<file path="config.mk">
export PLATFORM = sky130hd
export DESIGN_NAME = valve_fieldbus_io_mapping
export DESIGN_NICKNAME = d
export VERILOG_FILES = /design/src/hw/valve_fieldbus_io_mapping.v /design/src/hw/pilot_safety_decode.v
export VERILOG_INCLUDE_DIRS = /design/src /design/src/hw
export SDC_FILE = /design/constraint.sdc
export NUM_CORES = 1
export LEC_CHECK = 0
export BUFFER_PORTS_ARGS = -buffer_cell sky130_fd_sc_hd__buf_2
export CORE_MARGIN = 5
export CORE_UTILIZATION = 45
export CTS_CLUSTER_SIZE = 20
export DETAILED_ROUTE_END_ITERATION = 10
export HOLD_SLACK_MARGIN = 0.12
export PLACE_DENSITY = 0.76
export SKIP_LAST_GASP = 1
export SLEW_MARGIN = 25
export SYNTH_ARGS = -nofsm -noshare
export SYNTH_HDL_FRONTEND = slang
export SYNTH_SLANG_ARGS = --single-unit
</file>
<file path="constraint.sdc">
create_clock -name clk -period 3.5 [get_ports clk]
set_clock_uncertainty 0.15 [all_clocks]
set_input_delay 0.7 -clock clk [delete_from_list [all_inputs] [get_ports clk]]
set_output_delay 0.7 -clock clk [all_outputs]
set_load 0.05 [all_outputs]
</file>
<file path="src/hw/valve_io_map.vh">
// Constants for the valve fieldbus process data mapping
`ifndef VALVE_IO_MAP_VH
`define VALVE_IO_MAP_VH
// Attribute selectors on the acyclic configuration port
`define ATTR_BUS_ERROR_BEHAVIOUR 1'h0
`define ATTR_BUS_ERROR_PILOT_PATTERN 1'h1
// Bus error behaviour field
`define BEHAVIOUR_HOLD_BIT 0
`define BEHAVIOUR_RESET 8'h00
`define BEHAVIOUR_MASK 8'h01
// Pilot pattern codes
`define PATTERN_ALL_OFF 8'h00
`define PATTERN_MAIN 8'h01
`define PATTERN_UPPER 8'h02
`define PATTERN_LOWER 8'h03
`define PATTERN_MAX 8'h03
`define PATTERN_RESET 8'h00
// Output byte pilot positions
`define PILOT_MAIN_BIT 0
`define PILOT_UPPER_BIT 1
`define PILOT_LOWER_BIT 2
`define PILOT_RESET 3'h0
// Input byte sensor positions; upper nibble unused
`define SENSOR_ONE_BIT 0
`define SENSOR_TWO_BIT 1
`define SENSOR_THREE_BIT 2
`define SENSOR_FOUR_BIT 3
`define INPUT_RESET 8'h00
// Acyclic read data after reset
`define RDATA_RESET 8'h00
`endif

</file>
<file path="src/hw/valve_fieldbus_io_mapping.v">
// Cyclic input/output mapping and bus error configuration for the valve unit
// Functional notes
// - Sensors one to four go in input bits 0-3; bits 4-7 read zero.
// - Only one cyclic input layout exists; nothing selects another.
// - Output bits 0,1,2 drive main, upper and lower pilots; rest ignored.
// - On bus error, behaviour bit 0 low goes safe, high holds; others zero.
// - Safety pattern 0 all off, 1/2/3 turn on one pilot only.
// - Never more than one pilot on while in the safety position.
// - Configuration bytes are read by get and written by set services.
`timescale 1ns/1ps
`include "valve_io_map.vh"
module valve_fieldbus_io_mapping (
    clk,
    rst_b,
    sensor_one,
    sensor_two,
    sensor_three,
    sensor_four,
    in_sample,
    sensor_input_byte,
    out_valid,
    pilot_output_byte_in,
    bus_error,
    attr_get,
    attr_set,
    attr_sel,
    attr_wdata,
    attr_rdata,
    attr_done,
    attr_reject,
    main_stroke_pilot,
    upper_lift_pilot,
    lower_lift_pilot,
    in_safety
);
    // Clock and asynchronous active-low reset
    input wire clk;
    input wire rst_b;
    // Taught sensor levels, high means on
    input wire sensor_one;
    input wire sensor_two;
    input wire sensor_three;
    input wire sensor_four;
    input wire in_sample;
    output reg [7:0] sensor_input_byte;
    // Cyclic output byte and bus state from the master
    input wire out_valid;
    input wire [7:0] pilot_output_byte_in;
    input wire bus_error;
    // Acyclic configuration access
    input wire attr_get;
    input wire attr_set;
    input wire attr_sel;
    input wire [7:0] attr_wdata;
    output reg [7:0] attr_rdata;
    output reg attr_done;
    output reg attr_reject;
    // Pilot drives and safety indication
    output reg main_stroke_pilot;
    output reg upper_lift_pilot;
    output reg lower_lift_pilot;
    output reg in_safety;

    // Configuration bytes and latest cyclic command
    reg [7:0] behaviour_q;
    reg [7:0] behaviour_d;
    reg [7:0] pattern_q;
    reg [7:0] pattern_d;
    reg [2:0] cyclic_q;
    reg [2:0] cyclic_d;
    // Next values of the registered outputs
    reg [7:0] sensor_d;
    reg [2:0] pilot_d;
    reg safety_d;
    reg [7:0] rdata_d;
    reg done_d;
    reg reject_d;
    // Decoded safe pattern and bus error mode
    wire [2:0] safe_pilots;
    wire hold_last;
    wire safety_now;

    // Selector decode, shared by the set and get paths
    function is_behaviour_sel;
        input sel;
        begin
            is_behaviour_sel = (sel == `ATTR_BUS_ERROR_BEHAVIOUR);
        end
    endfunction

    // Only codes up to PATTERN_MAX (all off or one pilot) may be stored
    function pattern_legal;
        input [7:0] value;
        begin
            pattern_legal = (value <= `PATTERN_MAX);
        end
    endfunction

    // Decoder sits on the stored pattern, so it is ready before any bus error
    pilot_safety_decode u_decode (
        .pattern(pattern_q),
        .pilots(safe_pilots)
    );

    // Behaviour bit 0 chooses between hold and safe on bus error
    assign hold_last = behaviour_q[`BEHAVIOUR_HOLD_BIT];
    assign safety_now = bus_error && !hold_last;

    // Sensor capture; one fixed layout, no selector exists
    always @* begin
        sensor_d = sensor_input_byte;
        if (in_sample) begin
            // Upper nibble never carries a valve state
            sensor_d = `INPUT_RESET;
            sensor_d[`SENSOR_ONE_BIT] = sensor_one;
            sensor_d[`SENSOR_TWO_BIT] = sensor_two;
            sensor_d[`SENSOR_THREE_BIT] = sensor_three;
            sensor_d[`SENSOR_FOUR_BIT] = sensor_four;
        end
    end

    always @(posedge clk or negedge rst_b) begin
        if (!rst_b) begin
            sensor_input_byte <= `INPUT_RESET;
        end else begin
            sensor_input_byte <= sensor_d;
        end
    end

    // Cyclic command; frozen during bus error so hold mode keeps the last one
    always @* begin
        cyclic_d = cyclic_q;
        if (out_valid && !bus_error) begin
            // Bits 3 to 7 of the byte are left unread on purpose
            cyclic_d[`PILOT_MAIN_BIT] = pilot_output_byte_in[`PILOT_MAIN_BIT];
            cyclic_d[`PILOT_UPPER_BIT] = pilot_output_byte_in[`PILOT_UPPER_BIT];
            cyclic_d[`PILOT_LOWER_BIT] = pilot_output_byte_in[`PILOT_LOWER_BIT];
        end
    end

    always @(posedge clk or negedge rst_b) begin
        if (!rst_b) begin
            cyclic_q <= `PILOT_RESET;
        end else begin
            cyclic_q <= cyclic_d;
        end
    end

    // Pilot source: cyclic normally, safe pattern or held value on bus error
    always @* begin
        pilot_d = cyclic_q;
        safety_d = 1'b0;
        if (safety_now) begin
            pilot_d = safe_pilots;
            safety_d = 1'b1;
        end
    end

    // Pilots registered so a bus error never glitches the valve drives
    always @(posedge clk or negedge rst_b) begin
        if (!rst_b) begin
            main_stroke_pilot <= 1'b0;
            upper_lift_pilot <= 1'b0;
            lower_lift_pilot <= 1'b0;
            in_safety <= 1'b0;
        end else begin
            main_stroke_pilot <= pilot_d[`PILOT_MAIN_BIT];
            upper_lift_pilot <= pilot_d[`PILOT_UPPER_BIT];
            lower_lift_pilot <= pilot_d[`PILOT_LOWER_BIT];
            in_safety <= safety_d;
        end
    end

    // Acyclic get/set; set wins over a get in the same cycle
    always @* begin
        behaviour_d = behaviour_q;
        pattern_d = pattern_q;
        rdata_d = attr_rdata;
        done_d = attr_get | attr_set;
        reject_d = 1'b0;
        if (attr_set) begin
            if (is_behaviour_sel(attr_sel)) begin
                behaviour_d = attr_wdata & `BEHAVIOUR_MASK;
            end else if (pattern_legal(attr_wdata)) begin
                pattern_d = attr_wdata;
            end else begin
                // Refused code leaves the stored pattern untouched
                reject_d = 1'b1;
            end
        end else if (attr_get) begin
            if (is_behaviour_sel(attr_sel)) begin
                rdata_d = behaviour_q;
            end else begin
                rdata_d = pattern_q;
            end
        end
    end

    // Configuration bytes; reset means safe mode with all pilots off
    always @(posedge clk or negedge rst_b) begin
        if (!rst_b) begin
            behaviour_q <= `BEHAVIOUR_RESET;
            pattern_q <= `PATTERN_RESET;
        end else begin
            behaviour_q <= behaviour_d;
            pattern_q <= pattern_d;
        end
    end

    // Acyclic answer; done and reject last one cycle, read data until next get
    always @(posedge clk or negedge rst_b) begin
        if (!rst_b) begin
            attr_rdata <= `RDATA_RESET;
            attr_done <= 1'b0;
            attr_reject <= 1'b0;
        end else begin
            attr_rdata <= rdata_d;
            attr_done <= done_d;
            attr_reject <= reject_d;
        end
    end
endmodule

</file>
<file path="src/hw/pilot_safety_decode.v">
// Safety position decoder: pattern code to pilot drives with at most one on
`timescale 1ns/1ps
`include "valve_io_map.vh"
module pilot_safety_decode (
    pattern,
    pilots
);
    input wire [7:0] pattern;
    output reg [2:0] pilots;

    // At most one pilot ever on; unknown codes fall back to all off
    always @* begin
        case (pattern)
            `PATTERN_MAIN: pilots = 3'h1;
            `PATTERN_UPPER: pilots = 3'h2;
            `PATTERN_LOWER: pilots = 3'h4;
            default: pilots = 3'h0;
        endcase
    end
endmodule

</file>
== Word level (Yosys, flattened, before mapping) ==
Index checks and enable logic that the tools add are counted.

* Flip-flop bits (word level): 30
* Input bits: 28

* Mux-type cells: 7
* Magnitude comparators: 1
* Equality and inequality tests: 3
* Reduce and logical (&&, ||, !) cells: 7
* Bitwise gates (word level): 3

{| class="wikitable"
|+ Operators with widths
! operator !! count
|-
| 8-bit by 2-bit equality test with 1-bit output, second input constant || 2
|-
| 3-bit one-hot mux with 3 select lines || 1
|-
| 8-bit by 1-bit equality test with 1-bit output, second input constant || 1
|-
| 8-bit by 2-bit less-or-equal comparator with 1-bit output, second input constant || 1
|-
| 8-bit 2-to-1 mux || 1
|-
| 1-bit 2-to-1 mux || 4
|-
| 2-bit AND reduction || 2
|-
| 3-bit 2-to-1 mux || 1
|-
| 3-bit AND reduction || 1
|-
| 1-bit logical AND || 2
|-
| 1-bit zero test || 2
|-
| 1-bit NOT || 2
|-
| 1-bit bitwise OR || 1
|}

== Longest topological paths before layout ==
Gate-level depths: netlist of run 1.

* Depth after elaboration: 4
* Gate-level depth with buffers: 5

== By module ==
Synthesis of run 1 repeated with hierarchy kept, for this count alone.

* Cell total of the unflattened synthesis: 98
* Area total of the unflattened synthesis: 1218.7 um2

{| class="wikitable"
|+ By module, submodules not included
! module !! sequential area each (um2) !! area each (um2) !! cells each !! instances
|-
| valve_fieldbus_io_mapping || 750.7 || 1172.4 || 91 || 1
|-
| pilot_safety_decode || 0.0 || 46.3 || 7 || 1
|}

== Least setup slack after synthesis of run 1 ==
Ideal clock, no wire load.

* Path type: input port to flip-flop
* From: in attr_wdata[3]
* To: reg pattern_q[0]
* Arrival: 2.051 ns
* Cell stages on the path: 4
* Setup slack: 1.174 ns
* Path buffers: 1
* Required time: 3.225 ns
* Cell sequence: or4_4 > or4_4 > buf_6 > mux2_4

* Word-level cells in the longest chain between the ends: 2

{| class="wikitable"
|+ RTL lines
! item !! line !! RTL
|-
| start, declared || valve_fieldbus_io_mapping.v:54 || <nowiki>input wire [7:0] attr_wdata;</nowiki>
|-
| 8-bit by 2-bit less-or-equal comparator with 1-bit output (no source line) || -- ||
|-
| 3-bit AND reduction (no source line) || -- ||
|-
| end signal, assigned || valve_fieldbus_io_mapping.v:203 || <nowiki>pattern_q <= `PATTERN_RESET;</nowiki>
|-
| end signal, assigned || valve_fieldbus_io_mapping.v:206 || <nowiki>pattern_q <= pattern_d;</nowiki>
|-
| end, declared || valve_fieldbus_io_mapping.v:67 || <nowiki>reg [7:0] pattern_q;</nowiki>
|}

Every way passes these cells.
A chain may end at the register's enable or synchronous reset.

== Worst setup path in the final report of run 1 ==
Ends and elaborated chain as after synthesis.

==> results of run 1 <==
-- cells by family after synthesis --
| group | share of synthesized area |
|---|---|
| other | 0.003142 |
| DFF | 0.6289 |
| AOI/OAI and AO/OA | 0.05870 |
| and+or+nand+nor | 0.1499 |
| muxes | 0.1090 |
| buffers and inverters | 0.05032 |
-- cells in the final DEF, fill, tap and decap left out, drive strengths merged --
cell type | netlist | final
or4 | 3 | 3
and2 | 6 | 6
or2 | 1 | 1
a32o | 3 | 3
clkbuf | 2 | 7
nand2 | 16 | 16
nor2b | 2 | 2
dfrtp | 30 | 30
mux2i | 1 | 1
conb | 1 | 4
buf | 5 | 40
nand2b | 2 | 2
clkinv | 0 | 1
nor3 | 1 | 1
nor2 | 1 | 1
inv | 3 | 3
nor4 | 1 | 1
o21ai | 8 | 8
mux2 | 10 | 10
-- how the worst min path moves through the flow --
| stage | from | endpoint | slack, ps |
|---|---|---|---|
| 2_1_floorplan | rst_b | attr_done | 250 |
| 3_3_place_gp | attr_rdata[4] | attr_rdata[4] | 310 |
| 3_5_place_dp | attr_rdata[2] | attr_rdata[2] | 310 |
| 4_1_cts | rst_b | attr_rdata[7] | 250 |
| 5_1_grt | rst_b | attr_rdata[7] | 290 |
| 6_report | rst_b | attr_rdata[7] | 240 |
-- layer usage --
layer	wire length (µm)	track usage	vias to the layer above
met4	57	0.09394	0
met2	1148	0.2317	32
met3	190	0.04193	5
li1	-	-	399
met1	850	0.1406	385
met5	0	0	-
-- sequential cells by signal (all words and copies together) (netlist names), 3 cells and up --
name	flops
pattern_q	8
attr_rdata	8
cyclic_q	3
sensor_input_byte	4
-- report_power, final --
| part | switching, mW | total, mW | leakage [nW] | internal [mW] |
|---|---|---|---|---|
| clock network | 0.109 | 0.206 | 0.0353 | 0.0972 |
| registers | 0.0112 | 0.381 | 0.389 | 0.370 |
| logic | 0.0944 | 0.134 | 0.328 | 0.0401 |
-- worst max-delay path, stage by stage --
cell    delay [ps]
buf_2           90
or4_4          520
or4_4          500
mux2_4         320
-- per-stage QoR --
step / cells / setup slack, ps / util / hold slack [ps] / area [µm²]
after floorplan: 99 / 1174 / - / 254.4 / 1205
after global placement: 162 / 1112 / 0.5576 / 310.9 / 1394
after detailed placement: 162 / 1095 / 0.5576 / 314.7 / 1394
after CTS: 170 / 1429 / 0.5816 / 254.0 / 1454
after global routing: 170 / 1410 / 0.5816 / 288.3 / 1454
final: 170 / 1416 / 0.5816 / 244.5 / 1454
-- cell type report --
type	count	area [µm²]
tap	30	37.54
clock inverter	1	5.005
fill	217	1046
clock buffer	7	55.05
sequential	30	750.7
inverter	3	11.26
multi-input combinational	59	394.1
timing repair buffer	40	200.2
==> results_dict.tcl, run 1 <==
set metrics [dict create \
    drv_slew 0 \
    rrSetupSlack_ps 1750 \
    antenna_cells 0 \
    cp.required_ps 3550 \
    grt_overflow 0 \
    pin_count 50 \
    cp_max_fo 8 \
    ir_drop_v 0.0003014 \
    coreArea_um2 2500 \
    drive_above_1_share 0.4571 \
    post_cts_resize_count 0 \
    synth_area_leader_cell "dfrtp_1" \
    place_hpwl_um 1714 \
    drcViolationCount 0 \
    clkTransAtPathRegs_ps 90 \
    routed_wirelength_um 2246 \
    period_minus_slack_ps 2084 \
    cts_sinks 30 \
    crit_start "attr_wdata[3]" \
    power_uw 720.9 \
    synth_top_area_frac 0.6289 \
    fmax_ghz 0.4797 \
    post-synth-top-count-cell "dfrtp_1" \
    vias 821 \
    post_drt_wl_per_cell_um 13.21 \
    tightest_slew_ps 627.1 \
    slew_headroom 0.5819 \
    numCtsBuffers 5 \
    fin_nets 167 \
    crit_type "input port to register" \
    antenna_found_initial 0 \
    grt_pass1_vias 870 \
    setup_viol 0 \
    hold_viol_final 0 \
    drv_cap 0 \
    synth_common_cells "dfrtp_1 (30), nand2_1 (16), mux2_2 (8), o21ai_0 (8)" \
    grt_pass1_wl_um 3629 \
    min_path_type "input port to asynchronous set/reset pin" \
    period_share 0.5956 \
    cp.arrival_ps 2130 \
    reg2regPathDepth 3 \
    rows 18 \
    synthToLayoutAreaGrowth_pct 21.80 \
    synthFlopType "dfrtp_1" \
    first_pass_iters 2 \
    synthArstFlopShare 1.000 \
    fin_setup_tns_ps 0 \
    rsz0062_at_grt "false" \
    status "finished, final reports clean" \
    cts-root-buf "clkbuf_4" \
    r2r_end "lower_lift_pilot" \
    clock_latency_ps 310 \
    cts_tree "yes" \
    drtIter0Drc 6 \
    power.density_nw_per_um2 495.8 \
    syn-cell-area_um2 1194 \
    worst_setup_path_end_kind "register" \
    synth.avg_cell_area_um2 12.43 \
    ys_ff_latch 30 \
    cts_setup_buffers 0 \
    p_leak_nw 0.7523 \
    clockBufferDepth 2 \
    start_util 0.4775 \
    viasPerCell 4.829 \
    place.gp.congestion 0.7051 \
    rr_startpoint "pattern_q[2]" \
    die_h_um 61.50 \
    synth_edf_count 0 \
    antenna_left 0 \
    ys_types 22 \
    ctsHoldBuffers 0 \
    synth_area_leaders "dfrtp_1 (63%), mux2_2 (7.5%), nand2_1 (5.0%)" \
    synth-seq-area-share 0.6289 \
    htree_levels 2 \
    grt_max_degree 31 \
    numPortBuffers 40 \
    synthCells 96 \
    dieArea_um2 3782 \
    yosysWarnings 0 \
    die_w_um 61.50 \
    critical_path.endpoint "pattern_q[0]" \
    start_kind "input port" \
    track_usage 0.1356 \
]
No activity file was read; power rests on OpenSTA's default activity.
==> run 2: changes to the inputs <==
- ABC_AREA: not set -> 1
- CORE_UTILIZATION: 45 -> 43
- PLACE_DENSITY: 0.76 -> 0.74
- clock period: 3.5 -> 1.89 ns (I/O delays scaled with it)
==> run 2 against run 1 <==
Against the previous run:
- critical path depth shrank 3
- total power increased by 110%
- sequential power grew 97%
- final cell count rose by 32%
- wire length is 18% higher
- first-iteration DRC count grew to 5.0 times the previous value
- highest routed layer unchanged
==> results_dict.tcl, run 2 <==
set metrics [dict create \
    status "finished, final reports clean" \
    synth_common_cells "nand2_1 (34), dfrtp_1 (30), nand3_1 (15)" \
    drv_slew 0 \
    pin_count 50 \
    clockBufferDepth 2 \
    rows 20 \
    cts_setup_buffers 0 \
    cp.arrival_ps 970 \
    rr_startpoint "pattern_q[5]" \
    cts_tree "yes" \
    fin_setup_tns_ps 0 \
    coreArea_um2 3003 \
    period_minus_slack_ps 1495 \
    r2r_end "main_stroke_pilot" \
    synth_top_area_frac 0.5714 \
    ys_types 21 \
    drtIter0Drc 30 \
    power.density_nw_per_um2 915.8 \
    layout_common_cells "buf_2 (40), nand2_1 (34), dfrtp_1 (30)" \
    post_cts_resize_count 0 \
    cts-root-buf "clkbuf_4" \
    grt_max_degree 31 \
    synth-seq-area-share 0.5714 \
    place.gp.congestion 0.7537 \
    synth.avg_cell_area_um2 9.589 \
    synth_area_leader_cell "dfrtp_1" \
    min_path_type "input port to register" \
    crit_chain "buf_2" \
    p_leak_nw 0.9016 \
    routed_wirelength_um 2652 \
    die_h_um 65.28 \
    clock_latency_ps 330 \
    place_hpwl_um 1968 \
    grt_pass1_wl_um 4560 \
    start_kind "register" \
    ctsHoldBuffers 9 \
    synthArstFlopShare 1.000 \
    slowest_stage "dfrtp_1" \
    worst-path-stages 1 \
    fmax_ghz 0.6690 \
    synth_area_leaders "dfrtp_1 (57%), nand2_1 (9.7%), nand3_1 (5.7%)" \
    hp-start "attr_wdata[1]" \
    tightest_slew_ps 636.4 \
    ir_drop_v 0.0004306 \
    crit_type "register to primary output" \
    drv_cap 0 \
    power_mw 1.524 \
    nFillCells 299 \
    setup_viol 0 \
    die_w_um 65.28 \
    cp_max_fo 2 \
    synthCells 137 \
    setup_ws_ps 395.2 \
    crit_start "attr_rdata[0]" \
    numCtsBuffers 5 \
    rrSetupSlack_ps 730 \
    grt_pass1_vias 1033 \
    fin_nets 218 \
    first_pass_iters 5 \
    drcViolationCount 0 \
    rsz0062_at_grt "false" \
    cp.required_ps 1360 \
    ys_ff_latch 30 \
    reg2regPathDepth 5 \
    post-synth-top-count-cell "nand2_1" \
    start_util 0.4375 \
    final_common_cell "buf_2" \
    synthToLayoutAreaGrowth_pct 26.67 \
    post_drt_wl_per_cell_um 11.84 \
    top_regs "attr_rdata: 8 flops, pattern_q: 8 flops, sensor_input_byte: 4 flops" \
    drive_above_1_share 0.3403 \
    crit_path_max_incr_delay_ps 370 \
    critical_path.endpoint "attr_rdata[0]" \
    period_share 0.7909 \
    synth_edf_count 0 \
    path_buf_inv 1 \
    multi_input_area_um2 456.7 \
    viasPerCell 4.705 \
    htree_levels 2 \
    numPortBuffers 40 \
    critPathTopFamily "flip-flops" \
    antenna_found_initial 0 \
    antenna_cells 0 \
    register_area_um2 750.7 \
    antenna_left 0 \
    yosysWarnings 0 \
    hold_viol_final 0 \
    syn-cell-area_um2 1314 \
    grt_overflow 0 \
    synthFlopType "dfrtp_1" \
    track_usage 0.1445 \
    clkTransAtPathRegs_ps 90 \
    slew_headroom 0.5758 \
    cts_sinks 30 \
    dp_slack_ps 527.0 \
    vias 1054 \
    worst_setup_path_end_kind "primary output" \
    dieArea_um2 4261 \
]
## run 2: cell count changes after synthesis, moves of 3 or more
cell | before | now
a32o_1 | 3 | 0
and2_2 | 4 | 0
inv_1 | 3 | 10
inv_2 | 0 | 4
mux2_1 | 0 | 4
mux2_2 | 8 | 0
nand2_1 | 16 | 34
nand3_1 | 0 | 15
nor2_1 | 1 | 7
nor2_2 | 0 | 9
o21ai_0 | 8 | 3
o21ai_1 | 0 | 5
## run 2: how the worst min path moves through the flow
stage,end,cells past startpoint
after global routing,pattern_q[0],3
after floorplan,attr_done,0
after detailed placement,attr_done,1
final,pattern_q[1],3
after CTS,pattern_q[0],3
after global placement,attr_rdata[4],1
## run 2: tightest hold or removal path, cell delays in order
cell and delay, ps:
buf_2 80, nand3_1 60, nand2_1 70
## run 2: power by group
part | switching [mW] | internal, mW | total [mW]
combinational | 0.283 | 0.103 | 0.386
clock | 0.209 | 0.180 | 0.389
sequential | 0.0358 | 0.713 | 0.749
total | 0.528 | 0.996 | 1.52
## run 2: through the flow
step / area, µm² / hold WS (ps) / instances / utilization
floorplan: 1325 / -67.59 / 140 / -
global placement: 1514 / 277.5 / 207 / 0.5042
detailed placement: 1514 / 291.2 / 207 / 0.5042
CTS: 1664 / 132.6 / 224 / 0.5542
global route: 1664 / 137.9 / 224 / 0.5542
finish: 1664 / 145.3 / 224 / 0.5542
## run 2: metal layers
layer | vias up | track usage | wire length (µm)
met1 | 474 | 0.1718 | 1168
met3 | 9 | 0.03932 | 203
met2 | 42 | 0.2187 | 1195
met5 | - | 0 | 0
met4 | 0 | 0.1140 | 84
li1 | 529 | - | -
## run 2: kinds of logic after synthesis
| logic type | after synthesis | share of synthesized area |
|---|---|---|
| and+or+nand+nor | 70 | 0.2629 |
| AOI/OAI and AO/OA | 10 | 0.03904 |
| DFF | 30 | 0.5714 |
| muxes | 4 | 0.03428 |
| other | 1 | 0.002854 |
| buffers and inverters | 22 | 0.08952 |
## run 2: layout make-up
class	instances	area share
clock buffer	7	0.03308
tap	33	0.02481
timing repair buffer	49	0.1744
sequential	30	0.4511
multi-input combinational	88	0.2744
clock inverter	1	0.003008
inverter	16	0.03910
